File: src/rtl/flash_seq_pkg.sv
// Shared constants and carrier types for the flash page write sequencer.
// Assumes a 10 MHz system clock and a simple address/strobe register port.
package flash_seq_pkg;

  // Geometry of the page and of the latch buffer
  localparam int DATA_W = 32;
  localparam int ADDR_W = 8;
  localparam int PAGE_WORDS = 16;
  localparam int WIDX_W = 4;
  localparam int QUADS = 4;
  localparam int QUAD_LSB = 2;
  localparam int PAGE_W = 8;
  localparam int REGIONS = 4;
  localparam int REGION_LSB = 6;
  localparam int EV_W = 4;

  // Register offsets (byte addresses)
  localparam logic [ADDR_W-1:0] OFF_MODE = 8'h00;
  localparam logic [ADDR_W-1:0] OFF_CMD = 8'h04;
  localparam logic [ADDR_W-1:0] OFF_STATUS = 8'h08;
  localparam logic [ADDR_W-1:0] OFF_LOCK = 8'h0c;
  localparam logic [ADDR_W-1:0] OFF_INT = 8'h10;
  // Latch buffer window: 16 words from 0x40
  localparam logic [1:0] LATCH_SEL = 2'h1;
  localparam int LATCH_SEL_LSB = 6;
  localparam int WIDX_LSB = 2;

  // Command word layout and codes; the keyword value is arbitrary
  localparam logic [7:0] CMD_KEY = 8'ha5;
  localparam logic [7:0] OP_WRITE_PAGE = 8'h01;
  localparam logic [7:0] OP_UNLOCK = 8'h02;
  localparam logic [7:0] OP_LOCK = 8'h03;

  // Status, event and mask bit positions (one layout for all three)
  localparam int ST_READY = 0;
  localparam int ST_CMD_ERR = 1;
  localparam int ST_LOCK_ERR = 2;
  localparam int ST_FLASH_ERR = 3;

  // Reset values
  localparam logic [EV_W-1:0] MODE_RESET = 4'h0;
  localparam logic [REGIONS-1:0] LOCK_RESET = 4'h0;
  // Status comes out of reset ready, with no error flagged
  localparam logic [EV_W-1:0] STATUS_RESET = 4'h1;
  localparam logic [DATA_W-1:0] ERASED_WORD = 32'hffffffff;

  // Programming pulse times and their cycle counts (least times, rounded up)
  localparam int CLK_FREQ_KHZ = 10000;
  localparam int PROG_FULL_NS = 2000;
  localparam int PROG_SHORT_NS = 500;
  localparam int TMR_W = 8;

  function automatic logic [TMR_W-1:0] ns_to_cycles(input int ns);
    int c;
    c = (ns * (CLK_FREQ_KHZ / 1000) + 999) / 1000;
    if (c < 1)
    begin
      c = 1;
    end
    return TMR_W'(c);
  endfunction : ns_to_cycles

  localparam logic [TMR_W-1:0] PROG_FULL_CYC = ns_to_cycles(PROG_FULL_NS);
  localparam logic [TMR_W-1:0] PROG_SHORT_CYC = ns_to_cycles(PROG_SHORT_NS);

  // Carrier types
  typedef struct packed {
    logic [PAGE_W-1:0] page;
    logic [WIDX_W-1:0] word;
  } flash_addr_t;

  typedef struct packed {
    flash_addr_t addr;
    logic [DATA_W-1:0] wdata;
    logic prog;
    logic rd;
  } flash_req_t;

  typedef struct packed {
    logic [7:0] key;
    logic [7:0] spare;
    logic [PAGE_W-1:0] page;
    logic [7:0] op;
  } cmd_word_t;

endpackage : flash_seq_pkg

File: src/rtl/prog_timer.sv
// Down counter that times one programming pulse.
// Assumes load is a single-cycle pulse; reload while counting restarts it.
`timescale 1ns/1ps
module prog_timer
  import flash_seq_pkg::*;
(
  // Clock and reset
  input wire logic clock,
  input wire logic rst,
  // Control
  input wire logic load,
  input wire logic [flash_seq_pkg::TMR_W-1:0] length,
  // Status
  output logic done
);

  logic [TMR_W-1:0] count;
  logic [TMR_W-1:0] next_count;

  // Load, then count down to zero
  always_comb
  begin
    next_count = count;
    if (load)
    begin
      next_count = length;
    end
    else if (count != '0)
    begin
      next_count = count - TMR_W'(1);
    end
  end

  always_ff @(posedge clock or posedge rst)
  begin
    if (rst)
    begin
      count <= '0;
    end
    else
    begin
      count <= next_count;
    end
  end

  // Pulse in the last counted cycle, so the pulse lasts exactly length cycles
  assign done = (count == TMR_W'(1)) && !load;

endmodule : prog_timer

File: src/rtl/latch_buffer.sv
// Page latch buffer in flip-flops with a written flag per 128-bit word.
// Assumes writes arrive only while the sequencer is idle.
`timescale 1ns/1ps
module latch_buffer
  import flash_seq_pkg::*;
(
  // Clock and reset
  input wire logic clock,
  input wire logic rst,
  // Write side
  input wire logic wr,
  input wire logic [flash_seq_pkg::WIDX_W-1:0] widx,
  input wire logic [flash_seq_pkg::DATA_W-1:0] wdata,
  input wire logic clear,
  // Read side
  input wire logic [flash_seq_pkg::WIDX_W-1:0] ridx,
  output logic [flash_seq_pkg::DATA_W-1:0] rdata,
  output logic [flash_seq_pkg::QUADS-1:0] dirty
);

  logic [DATA_W-1:0] mem [PAGE_WORDS];
  logic [DATA_W-1:0] next_mem [PAGE_WORDS];
  logic [QUADS-1:0] next_dirty;

  // Unwritten words stay erased so they never clear a flash bit
  always_comb
  begin
    next_mem = mem;
    next_dirty = dirty;
    if (clear)
    begin
      for (int i = 0; i < PAGE_WORDS; i++)
      begin
        next_mem[i] = ERASED_WORD;
      end
      next_dirty = '0;
    end
    else if (wr)
    begin
      next_mem[widx] = wdata;
      next_dirty[widx[WIDX_W-1:QUAD_LSB]] = 1'b1;
    end
  end

  always_ff @(posedge clock or posedge rst)
  begin
    if (rst)
    begin
      for (int i = 0; i < PAGE_WORDS; i++)
      begin
        mem[i] <= ERASED_WORD;
      end
      dirty <= '0;
    end
    else
    begin
      mem <= next_mem;
      dirty <= next_dirty;
    end
  end

  assign rdata = mem[ridx];

endmodule : latch_buffer

File: src/rtl/flash_page_write_sequencer.sv
// Sequencer that programs one flash page from the latch buffer.
// Assumes a 10 MHz clock, a one-cycle read-latency flash port and a simple register port.
// Function
// - Set the ready flag when page programming finishes.
// - Raise interrupt on ready rise when its enable bit is set.
// - Flag command error on a bad keyword in the command register.
// - Flag lock error when the target page sits in a locked region.
// - Verify the array after programming and flag flash error on mismatch.
// - Program one page per operation, fully or partially.
// - Write page clears every array bit held at zero in the latch.
// - Adapt write operations to the number of bits to program.
// - Count pending 128-bit words; one word uses a shortened sequence.
// - Several pending words use the normal page sequence.
//
// Decided for this implementation: strobed register access and the register offsets.
`timescale 1ns/1ps
module flash_page_write_sequencer
  import flash_seq_pkg::*;
(
  // Clock and reset
  input wire logic clock,
  input wire logic rst,
  // Register port
  input wire logic [flash_seq_pkg::ADDR_W-1:0] reg_addr,
  input wire logic [flash_seq_pkg::DATA_W-1:0] reg_wdata,
  input wire logic reg_wr,
  input wire logic reg_rd,
  output logic [flash_seq_pkg::DATA_W-1:0] reg_rdata,
  // Flash array port
  output flash_seq_pkg::flash_req_t flash_req,
  input wire logic [flash_seq_pkg::DATA_W-1:0] flash_rdata,
  // Interrupt
  output logic irq
);

  typedef enum logic [2:0] {S_IDLE, S_SCAN, S_PROG, S_VERIFY, S_CHECK, S_DONE} state_t;

  // Number of written 128-bit words in the latch
  function automatic int unsigned quad_count(input logic [QUADS-1:0] d);
    int unsigned n;
    n = 0;
    for (int i = 0; i < QUADS; i++)
    begin
      n += int'(d[i]);
    end
    return n;
  endfunction : quad_count

  // Register state
  logic [EV_W-1:0] flash_mode_reg;
  logic [EV_W-1:0] flash_status_reg;
  logic [EV_W-1:0] int_status;
  logic [REGIONS-1:0] lock_bits;
  logic [DATA_W-1:0] next_rdata;
  logic [EV_W-1:0] next_mode;
  logic [EV_W-1:0] next_int;

  // Sequencer state
  state_t state;
  state_t next_state;
  logic [EV_W-1:0] next_status;
  logic [REGIONS-1:0] next_lock;
  logic [PAGE_W-1:0] page;
  logic [PAGE_W-1:0] next_page;
  logic [WIDX_W-1:0] widx;
  logic [WIDX_W-1:0] next_widx;
  logic short_seq;
  logic next_short_seq;
  logic [QUADS-1:0] quad_sel;
  logic [QUADS-1:0] next_quad_sel;
  flash_req_t next_req;

  // Helpers
  cmd_word_t cmd;
  logic cmd_wr;
  logic latch_wr;
  logic latch_clear;
  logic tmr_load;
  logic tmr_done;
  logic [DATA_W-1:0] latch_word;
  logic [QUADS-1:0] dirty;
  logic [EV_W-1:0] events;
  logic ready_prev;

  assign cmd = cmd_word_t'(reg_wdata);
  assign cmd_wr = reg_wr && (reg_addr == OFF_CMD);
  // Latch writes are dropped while busy so a running page stays intact
  assign latch_wr = reg_wr && flash_status_reg[ST_READY]
    && (reg_addr[ADDR_W-1:LATCH_SEL_LSB] == LATCH_SEL);

  latch_buffer u_latch (
    .clock(clock),
    .rst(rst),
    .wr(latch_wr),
    .widx(reg_addr[LATCH_SEL_LSB-1:WIDX_LSB]),
    .wdata(reg_wdata),
    .clear(latch_clear),
    .ridx(widx),
    .rdata(latch_word),
    .dirty(dirty)
  );

  prog_timer u_timer (
    .clock(clock),
    .rst(rst),
    .load(tmr_load),
    .length(short_seq ? PROG_SHORT_CYC : PROG_FULL_CYC),
    .done(tmr_done)
  );

  // Command handling and programming sequence
  always_comb
  begin
    next_state = state;
    next_status = flash_status_reg;
    next_lock = lock_bits;
    next_page = page;
    next_widx = widx;
    next_short_seq = short_seq;
    next_quad_sel = quad_sel;
    next_req = flash_req;
    next_req.prog = 1'b0;
    next_req.rd = 1'b0;
    tmr_load = 1'b0;
    latch_clear = 1'b0;
    case (state)
      S_IDLE:
      begin
        if (cmd_wr)
        begin
          next_status = '0;
          next_status[ST_READY] = 1'b1;
          if (cmd.key != CMD_KEY)
          begin
            next_status[ST_CMD_ERR] = 1'b1;
          end
          else if (cmd.op == OP_UNLOCK)
          begin
            next_lock[cmd.page[PAGE_W-1:REGION_LSB]] = 1'b0;
          end
          else if (cmd.op == OP_LOCK)
          begin
            next_lock[cmd.page[PAGE_W-1:REGION_LSB]] = 1'b1;
          end
          else if (cmd.op != OP_WRITE_PAGE)
          begin
            // Unknown operation under a good keyword also counts as bad command
            next_status[ST_CMD_ERR] = 1'b1;
          end
          else if (lock_bits[cmd.page[PAGE_W-1:REGION_LSB]])
          begin
            next_status[ST_LOCK_ERR] = 1'b1;
          end
          else
          begin
            next_status[ST_READY] = 1'b0;
            next_page = cmd.page;
            next_widx = '0;
            // One pending word takes the short path
            next_short_seq = (quad_count(dirty) == 1);
            next_quad_sel = dirty;
            next_state = S_SCAN;
          end
        end
      end
      S_SCAN:
      begin
        // Normal sequence walks every word of the page
        if (!short_seq || quad_sel[widx[WIDX_W-1:QUAD_LSB]])
        begin
          // Zero bits in the latch clear array bits
          next_req.addr.page = page;
          next_req.addr.word = widx;
          next_req.wdata = latch_word;
          next_req.prog = 1'b1;
          tmr_load = 1'b1;
          next_state = S_PROG;
        end
        else if (widx == WIDX_W'(PAGE_WORDS - 1))
        begin
          next_state = S_DONE;
        end
        else
        begin
          next_widx = widx + WIDX_W'(1);
        end
      end
      S_PROG:
      begin
        // Pulse length follows the amount to program
        next_req.prog = !tmr_done;
        if (tmr_done)
        begin
          next_req.rd = 1'b1;
          next_state = S_VERIFY;
        end
      end
      S_VERIFY:
      begin
        // Read strobe is on the port this cycle; data arrives next cycle
        next_state = S_CHECK;
      end
      S_CHECK:
      begin
        // Every zero in the latch must read back as zero
        if ((flash_rdata & ~latch_word) != '0)
        begin
          next_status[ST_FLASH_ERR] = 1'b1;
        end
        if (widx == WIDX_W'(PAGE_WORDS - 1))
        begin
          next_state = S_DONE;
        end
        else
        begin
          next_widx = widx + WIDX_W'(1);
          next_state = S_SCAN;
        end
      end
      S_DONE:
      begin
        // Ready rises at the end of the page
        next_status[ST_READY] = 1'b1;
        latch_clear = 1'b1;
        next_state = S_IDLE;
      end
      default:
      begin
        next_state = S_IDLE;
      end
    endcase
  end

  always_ff @(posedge clock or posedge rst)
  begin
    if (rst)
    begin
      state <= S_IDLE;
      flash_status_reg <= STATUS_RESET;
      lock_bits <= LOCK_RESET;
      page <= '0;
      widx <= '0;
      short_seq <= 1'b0;
      quad_sel <= '0;
      flash_req <= '0;
    end
    else
    begin
      state <= next_state;
      flash_status_reg <= next_status;
      lock_bits <= next_lock;
      page <= next_page;
      widx <= next_widx;
      short_seq <= next_short_seq;
      quad_sel <= next_quad_sel;
      flash_req <= next_req;
    end
  end

  // Events: ready rising edge, and each error as it is raised
  assign events[ST_READY] = flash_status_reg[ST_READY] && !ready_prev;
  assign events[ST_CMD_ERR] = next_status[ST_CMD_ERR] && !flash_status_reg[ST_CMD_ERR];
  assign events[ST_LOCK_ERR] = next_status[ST_LOCK_ERR] && !flash_status_reg[ST_LOCK_ERR];
  assign events[ST_FLASH_ERR] = next_status[ST_FLASH_ERR] && !flash_status_reg[ST_FLASH_ERR];

  // Register writes, sticky interrupt bits and read data
  always_comb
  begin
    next_mode = flash_mode_reg;
    next_int = int_status;
    next_rdata = '0;
    if (reg_wr && (reg_addr == OFF_MODE))
    begin
      next_mode = reg_wdata[EV_W-1:0];
    end
    // Write one to clear; a new event in the same cycle wins over the clear
    if (reg_wr && (reg_addr == OFF_INT))
    begin
      next_int = int_status & ~reg_wdata[EV_W-1:0];
    end
    next_int = next_int | events;
    if (reg_rd)
    begin
      case (reg_addr)
        OFF_MODE: next_rdata = DATA_W'(flash_mode_reg);
        OFF_STATUS: next_rdata = DATA_W'(flash_status_reg);
        OFF_LOCK: next_rdata = DATA_W'(lock_bits);
        OFF_INT: next_rdata = DATA_W'(int_status);
        default: next_rdata = '0;
      endcase
    end
  end

  always_ff @(posedge clock or posedge rst)
  begin
    if (rst)
    begin
      flash_mode_reg <= MODE_RESET;
      int_status <= '0;
      reg_rdata <= '0;
      ready_prev <= 1'b1;
    end
    else
    begin
      flash_mode_reg <= next_mode;
      int_status <= next_int;
      reg_rdata <= next_rdata;
      ready_prev <= flash_status_reg[ST_READY];
    end
  end

  // Mode register bits enable the interrupt sources
  assign irq = |(int_status & flash_mode_reg);

endmodule : flash_page_write_sequencer

File: config.mk
export PLATFORM = sky130hd
export DESIGN_NAME = flash_page_write_sequencer
export DESIGN_NICKNAME = d
export VERILOG_FILES = /design/src/rtl/flash_seq_pkg.sv /design/src/rtl/prog_timer.sv /design/src/rtl/latch_buffer.sv /design/src/rtl/flash_page_write_sequencer.sv
export SDC_FILE = /design/constraint.sdc
export NUM_CORES = 1
export LEC_CHECK = 0
export ABC_AREA = 0
export BUFFER_PORTS_ARGS = -buffer_cell sky130_fd_sc_hd__buf_2
export CAP_MARGIN = 10
export CORE_MARGIN = 5
export CORE_UTILIZATION = 55
export CTS_CLUSTER_DIAMETER = 120
export DETAILED_ROUTE_END_ITERATION = 6
export PLACE_DENSITY = 0.73
export SYNTH_ARGS = -nofsm -noshare
export SYNTH_HDL_FRONTEND = slang
export SYNTH_SLANG_ARGS = --single-unit
export TNS_END_PERCENT = 50
File: constraint.sdc
create_clock -name clock -period 33.7 [get_ports clock]
set_input_delay 3.37 -clock clock [delete_from_list [all_inputs] [get_ports clock]]
set_output_delay 3.37 -clock clock [all_outputs]
set_load 0.005 [all_outputs]
# Word-level counts from Yosys, hierarchy flattened
# Index checks and enable logic that the tools add are counted.
[totals]
ff_bits = 639
in_bits = 76
output_inout_bits = 79
word_cells = 195
[classes]
add_sub_neg = 5
n_lt_le_gt_ge = 8
eq_ne = 26
mux = 67
bitwise_logic = 17
reduce_logical = 37
[op_table]
columns = ["operator", "n"]
rows = [
  ["$mux 512", 2],
  ["$bwmux 512", 1],
  ["$bmux 32 s4", 1],
  ["$demux 32 s4", 1],
  ["$mux 32", 3],
  ["$mux 4", 15],
  ["$mux 3", 12],
  ["$and 32x32->32", 1],
  ["$not 32->32", 1],
  ["$reduce_bool 32->1", 1],
  ["$mux 1", 18],
  ["$eq 8x2->1 const B", 2],
  ["$eq 8x4->1 const B", 2],
  ["$mux 8", 2],
  ["$ne 2x2->1 const B", 8],
  ["$pmux 4 s4", 1],
  ["$reduce_and 8->1", 2],
  ["$pmux 3 s5", 1],
  ["$logic_and 1x1->1", 13],
  ["$and 4x4->4", 3],
  ["$or 4x4->4", 3],
  ["$pmux 4 s3", 1],
  ["$ge 5x5->1 const B", 2],
  ["$not 4->5", 2],
  ["other kinds (38)", 62],
]

# Logic depth before layout (Yosys ltp)
# Gate-level depths: netlist of the first run.
[depth]
depth_word = 11
ltp_mapped = 12
mapped_depth_nobuf = 8

# Modules after synthesis
# Synthesis of the first run repeated with hierarchy kept, for this count alone.
[hier_totals]
hier_cells = 2548
area_unflattened_um2 = 31679.1
[modules_own_cells]
columns = ["module", "n_inst", "cells_per_inst", "area_each_um2"]
rows = [
  ["latch_buffer", 1, 2099, 26499.2],
  ["flash_page_write_sequencer", 1, 386, 4624.4],
  ["prog_timer", 1, 63, 555.5],
]

# Least setup slack after synthesis of the first run
# No wires, ideal clock.
[synth_path]
kind = "input -> register"
start = "in reg_addr[1] (netlist bit)"
end = "reg (tool-made name)"
setup_ps = 125
arrival_ps = 5446
required_time_ps = 33575
setup_slack_ps = 28129
stages = 6
cell_sequence = "or4_1 > nor3_4 > nand4_1 > nor3_1 > nor3b_1 > mux2_2"
[synth_rtl]
columns = ["element", "line", "source"]
rows = [
  ["start, declared", "flash_page_write_sequencer.sv:24", "input wire logic [flash_seq_pkg::ADDR_W-1:0] reg_addr,"],
]

# Worst setup path in the final report of the first run
[layout_path]
start = "in flash_rdata[4] (netlist bit)"
end = "reg flash_status_reg[3]"
[layout_via]
elab_chain_len = 4
[layout_rtl]
columns = ["element", "line", "source"]
rows = [
  ["start, declared", "flash_page_write_sequencer.sv:31", "input wire logic [flash_seq_pkg::DATA_W-1:0] flash_rdata,"],
  ["$and 32x32->32", "flash_page_write_sequencer.sv:206", "if ((flash_rdata & ~latch_word) != '0)"],
  ["$reduce_bool 32->1", "flash_page_write_sequencer.sv:206", ""],
  ["$mux 1", "flash_page_write_sequencer.sv:206", ""],
  ["$pmux 1 s2", "flash_page_write_sequencer.sv:126", "case (state)"],
  ["named net next_status[3]", "flash_page_write_sequencer.sv:61", "logic [EV_W-1:0] next_status;"],
  ["end signal, assigned", "flash_page_write_sequencer.sv:250", "flash_status_reg <= next_status;"],
  ["end, declared", "flash_page_write_sequencer.sv:51", "logic [EV_W-1:0] flash_status_reg;"],
]
# The timed path passes the listed nets, and every way through them passes these cells.
# A chain may end at the register's enable or synchronous reset.

==> metrics, run 1 <==
CP max stage cell a2111oi_2; CTS tree done; Mean Syn Cell Area 9.25 µm²; Num CTS Buffers 67; Non-Filler Instances 4067; Cell Area, Synth 30700 µm²; biggest regs u_latch.mem (512), flash_req (46); Post-Place Setup Slack 27500 ps; critical-path maximum fanout 3; Slew headroom 0.197; fin worst setup slack 27790 ps; initial antenna violation count 7; vias per cell 6.47; pin count of the biggest net entering global routing 185; DP Wirelength 63800 µm; DR vias 26314; Largest stage delay, worst path 950 ps; post-synthesis register bit count 611; hold_ws 394 ps; CTS H-tree depth 3; post-CTS sizing 0; Yosys top cell by area dfstp_2; synth-to-layout area growth 9.91%; IO Count 155; WL met2 47000 µm; Iter 0 DRT Violations 3886; maximum vdd drop 0.0000447 V; mux share of post-synthesis cell area 0.115; largest reg by FF count u_latch.mem; Most used DFF post-synth dfstp_2; sequential element share of the synthesized area 0.520; M1 wire length 39500 µm; synth warn 0; highest metal used met5; hold buffers post-CTS 0; Least-Margin Pin Slew 1210 ps; Die ar. 60600 µm²; met3 wire length 15000 µm; Mapped Cells 3316; Pre-Repair DR Iteration Count 7; CP delay by family, top compound AO/OA/AOI/OAI gates; DRC viols 29; final setup vio count 0; clk buf depth 3; Final period util 0.175; height of the die 246 µm; Synth Area in Adders 0.00310; Initial Util 0.555; clock latency on the worst-skew pair 620 ps; Setup crit end kind flip-flop; total gr overflow 0; top-area cell type share of the netlist area 0.441; EDFF count, synth 0; RSZ-0062 raised after global routing false; Synth Area in Simple Gates 0.261; GRT Total Usage 0.354; DP Cell Count 3946; status finished with violations; Post-Route WL 109000 µm; hold path depth 0; first-pass GRT wire length 162000 µm; Port-buffer cells 126; setup TNS 0 ps; Post-Synth XOR/XNOR Area 0.00229; reg2reg start widx[0]$_DFFE_PP0P_; Synth Area in Compound Gates 0.0446; Final Wtd Congestion 0.975; Post-layout nets 3350; Bufs and invs on worst path 1; largest family of logic cells by synthesized area simple AND/OR/NAND/NOR gates; vias in the first global route 25656; most frequent cell after synthesis nand2_1; CORE AREA 55200 µm²; failing checks DRC; max FFs per register 512; worst min path class reg2reg; Clock transition at path regs 60 ps; Reg2Reg Setup Slack 28030 ps; FMAX 169 MHz; post-layout min period 5910 ps; WP data required 34190 ps; max-cap violations 0; Worst Min Path Start flash_status_reg[0]$_DFFE_PP1P_; pwr/cell area 57.2 nW/µm²; synth top area cells dfstp_2 (44%), nand2_1 (15%), nand3_1 (9.1%), dfrtp_1 (7.9%), mux4_2 (5.2%); wire per inst 26.7 µm; Async SR Flop Fraction 1.00; layout cells sized above 1 0.283; root buf cell clkbuf_16; max-slew violation count 0; startpoint types primary input; Fin. Hold Viols 0; P_leak 0.0162 µW; clk sinks 611; Reg2Reg Depth 9; critical setup path kind in2reg; total setup buffers inserted after CTS 0; Hold EP ready_prev$_DFF_PP1_; row cnt 86; Post-synth top cells nand2_1 (1186), nand3_1 (560), dfstp_2 (514), clkbuf_1 (241), mux2i_1 (109); reg2reg end flash_status_reg[3]$_DFF_PP0_; worst path cell trace buf_2, a22oi_1, nor4_1, or4_1, a2111oi_2, o2111ai_1, nor4_2, o21ai_1; Clock Skews 26.5 ps; Post-DRT Antenna Nets 0; Synth cell types 70; Arr. time, crit path 6400 ps; Die W 246 µm
==> metal layers <==
layer  up-vias  track usage
met5         -            0
met1     12859        0.466
met4         6        0.183
met3       437        0.117
met2      2014        0.527
li1      10998            -
==> how the worst max path moves through the flow <==
| stage | startpoint | to | slack, ps | depth (start not counted) |
|---|---|---|---|---|
| final | flash_rdata[4] | flash_status_reg[3]$_DFF_PP0_ | 27790 | 8 |
| after global routing | flash_rdata[4] | flash_status_reg[3]$_DFF_PP0_ | 27890 | 8 |
| after CTS | flash_rdata[4] | flash_status_reg[3]$_DFF_PP0_ | 28140 | 8 |
| after detailed placement | flash_rdata[4] | flash_status_reg[3]$_DFF_PP0_ | 27500 | 8 |
| after global placement | flash_rdata[4] | int_status[3]$_DFF_PP0_ | 27430 | 8 |
| after floorplan | rst | async pin | 14070 | 1 |
==> power by group <==
part,switching [µW],internal (µW)
clock network,304,459
logic,133,93.1
registers,49.1,888
==> per-stage QoR <==
stage	instance area [µm²]	utilization	power (µW)
4_1_cts	33700	0.610	1920
3_5_place_dp	31400	0.569	1170
3_3_place_gp	31400	0.569	1150
5_1_grt	33700	0.610	1990
2_1_floorplan	30800	-	1090
6_report	33700	0.610	1930
==> worst register-to-register path: cells and delay by family, from the launching register on <==
family / cells / cell delay [ps]
AO/OA/AOI/OAI: 4 / 1460
buffers and inverters: 2 / 1360
multiplexers: 2 / 1240
flip-flops: 1 / 1010
AND/OR/NAND/NOR: 1 / 480
==> layout make-up <==
type | instances | area [µm²]
fill | 4510 | 21500
sequential | 611 | 15900
multi-input combinational | 2363 | 13300
clock buffer | 102 | 2100
timing repair buffer | 182 | 1060
tap | 748 | 936
clock inverter | 16 | 183
inverter | 42 | 165
antenna | 3 | 7.51
==> cell families after synthesis <==
group,after synthesis
flops,611
buf+inv,369
mux,230
compound gates,208
simple gates,1882
fa+ha+maj,7
other cells,1
xor+xnor,8
==> cells in the final DEF (no fill, tap or decap), types with 9 or more instances in the layout <==
cell / synthesis / layout
a21oi_1: 30 / 30
a221oi_1: 15 / 15
a22oi_1: 29 / 29
a31oi_1: 9 / 9
buf_2: 19 / 126
buf_4: 44 / 55
clkbuf_1: 241 / 13
clkbuf_16: 0 / 73
clkbuf_8: 0 / 16
clkinv_2: 0 / 10
conb_1: 1 / 28
dfrtp_1: 97 / 93
dfstp_2: 514 / 514
inv_1: 41 / 40
mux2_2: 31 / 31
mux2i_1: 109 / 109
mux4_1: 19 / 19
mux4_2: 71 / 71
nand2_1: 1186 / 1185
nand2b_1: 9 / 9
nand3_1: 560 / 557
nor2_1: 54 / 41
nor2_4: 1 / 10
nor2b_1: 12 / 11
nor3_1: 15 / 11
o21ai_0: 56 / 56
o22ai_1: 16 / 16
Power figures use the tool's default switching activity.
==> run 2, diff against run 1 <==
ABC_AREA = 1   (was 0)
PLACE_DENSITY = 0.76   (was 0.73)
clock period = 5.4 ns   (was 33.7 ns; I/O delays follow)
==> metrics, run 2 <==
sw power 2750 µW; max-slew violation count 0; CP max stage cell dfrtp_4; Clock Skews 22.6 ps; Arr. time, crit path 3750 ps; vias per cell 5.54; startpoint types flip-flop; Most used DFF post-synth dfstp_2; most frequent cell after synthesis nand2_1; Slew headroom 0.167; Clock power frac 0.379; WP data required 5890 ps; Port-buffer cells 126; Combinational Power Share 0.107; Async SR Flop Fraction 1.00; IO Count 155; CTS tree done; Power Total 11000 µW; Fin. Hold Viols 0; GRT met2 Usage 0.446; FMAX 307 MHz; synth-to-layout area growth 8.85%; hold buffers post-CTS 0; post-CTS sizing 0; commonest non-fill, non-tap cell in the layout nand2_1; maximum vdd drop 0.000259 V; filler cell count 4680; Mean Syn Cell Area 7.94 µm²; Initial Util 0.554; clk buf depth 3; Num CTS Buffers 60; Bufs and invs on worst path 2; Non-Filler Instances 4472; largest family of logic cells by synthesized area simple AND/OR/NAND/NOR gates; Post-DRT Antenna Nets 0; RSZ-0062 raised after global routing false; Pre-Repair DR Iteration Count 6; Yosys top cell by area dfstp_2; row cnt 85; CORE AREA 53600 µm²; status completed; internal power 8250 µW; top-area cell type share of the netlist area 0.455; wire per inst 18.7 µm; Synth Area in Simple Gates 0.246; Synth Area in Compound Gates 0.131; Die W 242 µm; Synth Area in Adders 0.00320; Setup crit end kind flip-flop; Largest stage delay, worst path 650 ps; worst min path class in2async; Post-Route WL 83500 µm; worst path cell trace inv_8, buf_4, nand2_1, nand2_1, nand2_1, nand3_1, nand3_1, nand3_1, nand2_1, nor2_1, nand2_1, nor2_1, nand2_1, nand3_1, nand2_1; Mapped Cells 3738; EDFF count, synth 0; Cell Area, Synth 29700 µm²; largest reg by FF count u_latch.mem; post-synthesis register bit count 611; sequential cell area 15900 µm²; critical-path maximum fanout 147; Post-Synth XOR/XNOR Area 0.00177; Iter 0 DRT Violations 2599; DRC viols 0; grt peak-use layer met2; CP delay by family, top simple AND/OR/NAND/NOR gates; Clock transition at path regs 60 ps; sequential element share of the synthesized area 0.537; cell mode on critical path nand2_1; CTS H-tree depth 2; setup TNS 0 ps; Final period util 0.603; total setup buffers inserted after CTS 0; height of the die 242 µm; DP Cell Count 4357; GRT met3 Usage 0.0473; commonest cells after routing, fill and taps aside nand2_1 (830), nor2_1 (772), a21oi_1 (523); clk sinks 611; first-pass GRT wire length 130000 µm; Final Wtd Congestion 0.869; max FFs per register 512; Post-layout nets 3808; biggest regs u_latch.mem (512), flash_req (46); switch share 0.250; total gr overflow 0; synth warn 0; Synth cell types 45; DR vias 24786; vias in the first global route 22805; clock latency on the worst-skew pair 640 ps; Reg power frac 0.514; footprint of the multi-input gates 11500 µm²; P_leak 0.0156 µW; GRT Total Usage 0.276; final setup vio count 0; synth top area cells dfstp_2 (46%), nand2_1 (10%), nor2_1 (9.8%), a21oi_1 (8.8%), dfrtp_1 (8.2%); pin count of the biggest net entering global routing 160; met1 GRT Util 0.383; DP Wirelength 48300 µm; layout cells sized above 1 0.216; root buf cell clkbuf_16; Die ar. 58700 µm²; critical setup path kind reg2reg; pwr/cell area 340 nW/µm²; post-layout min period 3260 ps; Post-synth top cells nand2_1 (830), nor2_1 (774), a21oi_1 (523), dfstp_2 (514), inv_1 (248); initial antenna violation count 1; mux share of post-synthesis cell area 0; Least-Margin Pin Slew 1250 ps; max-cap violations 0
==> run 2: cell types whose count changed after synthesis, moves of 31 or more <==
cell / delta
a21oi_1: +493
mux2_2: -31
nand2_1: -356
mux4_2: -71
buf_2: +108
inv_1: +207
clkbuf_1: -157
mux2i_1: -109
o21ai_0: +68
nand3_1: -341
nor2_1: +720
==> run 2: per-stage QoR <==
step	setup slack, ps	cell area (µm²)	util	hold WS, ps
after floorplan	-3060	29800	-	366
after global placement	2270	30300	0.566	393
after detailed placement	2230	30300	0.566	391
after CTS	2200	32300	0.602	91.6
after global routing	1850	32300	0.603	129
final	2140	32300	0.603	110
==> run 2: worst paths after layout <==
| check | startpoint | to | slack, ps | cells after the start |
|---|---|---|---|---|
| max | widx[0]$_DFFE_PP0P_ | int_status[3]$_DFF_PP0_ | 2140 | 15 |
| min in group clock | reg_wdata[12] | page[4]$_DFFE_PP0P_ | 160 | 3 |
| min | rst | u_latch.mem[75]$_DFFE_PP1P_ | 110 | 2 |
| max in group asynchronous | rst | u_latch.dirty[1]$_DFFE_PP0P_ | 4060 | 4 |
| min reg2reg | flash_status_reg[0]$_DFFE_PP1P_ | ready_prev$_DFF_PP1_ | 400 | 0 |
| max reg2reg | widx[0]$_DFFE_PP0P_ | int_status[3]$_DFF_PP0_ | 2140 | 15 |
==> run 2: area by class of cell <==
class | count | share of cell area
antenna | 2 | 0.000155
multi-input combinational | 2619 | 0.356
clock buffer | 99 | 0.0566
sequential | 611 | 0.493
timing repair buffer | 171 | 0.0323
inverter | 262 | 0.0309
tap | 696 | 0.0270
clock inverter | 12 | 0.00383
==> run 2: routing by layer <==
metal | vias up | share of wire
met5 | - | 0
met4 | 0 | 0.032
met3 | 152 | 0.086
met2 | 955 | 0.47
met1 | 11861 | 0.41
li1 | 11818 | -
==> run 2: power by group through the flow <==
stage	clock network, µW	logic [µW]	registers (µW)
after CTS	4210	1170	5650
after detailed placement	0	1160	5710
after global routing	4410	1360	5710
after global placement	0	1120	5700
final	4160	1180	5650
after floorplan	0	923	5660
==> run 2: kinds of logic (layout without fill, tap and decap cells) <==
kind of cell / after synthesis / in the layout
AO/OA/AOI/OAI: 728 / 728
XOR/XNOR: 6 / 6
adder cells (fa/ha/maj): 7 / 7
buffers and inverters: 535 / 544
flip-flops: 611 / 611
other: 1 / 30
AND/OR/NAND/NOR: 1850 / 1850
==> run 2: worst reg2reg max path: stages, from the launching register on <==
cell and delay, ps:
dfrtp_4 650, inv_8 660, buf_4 550, nand2_1 90
nand2_1 70, nand2_1 70, nand3_1 150, nand3_1 120
nand3_1 200, nand2_1 80, nor2_1 110, nand2_1 70
nor2_1 110, nand2_1 70, nand3_1 70, nand2_1 50
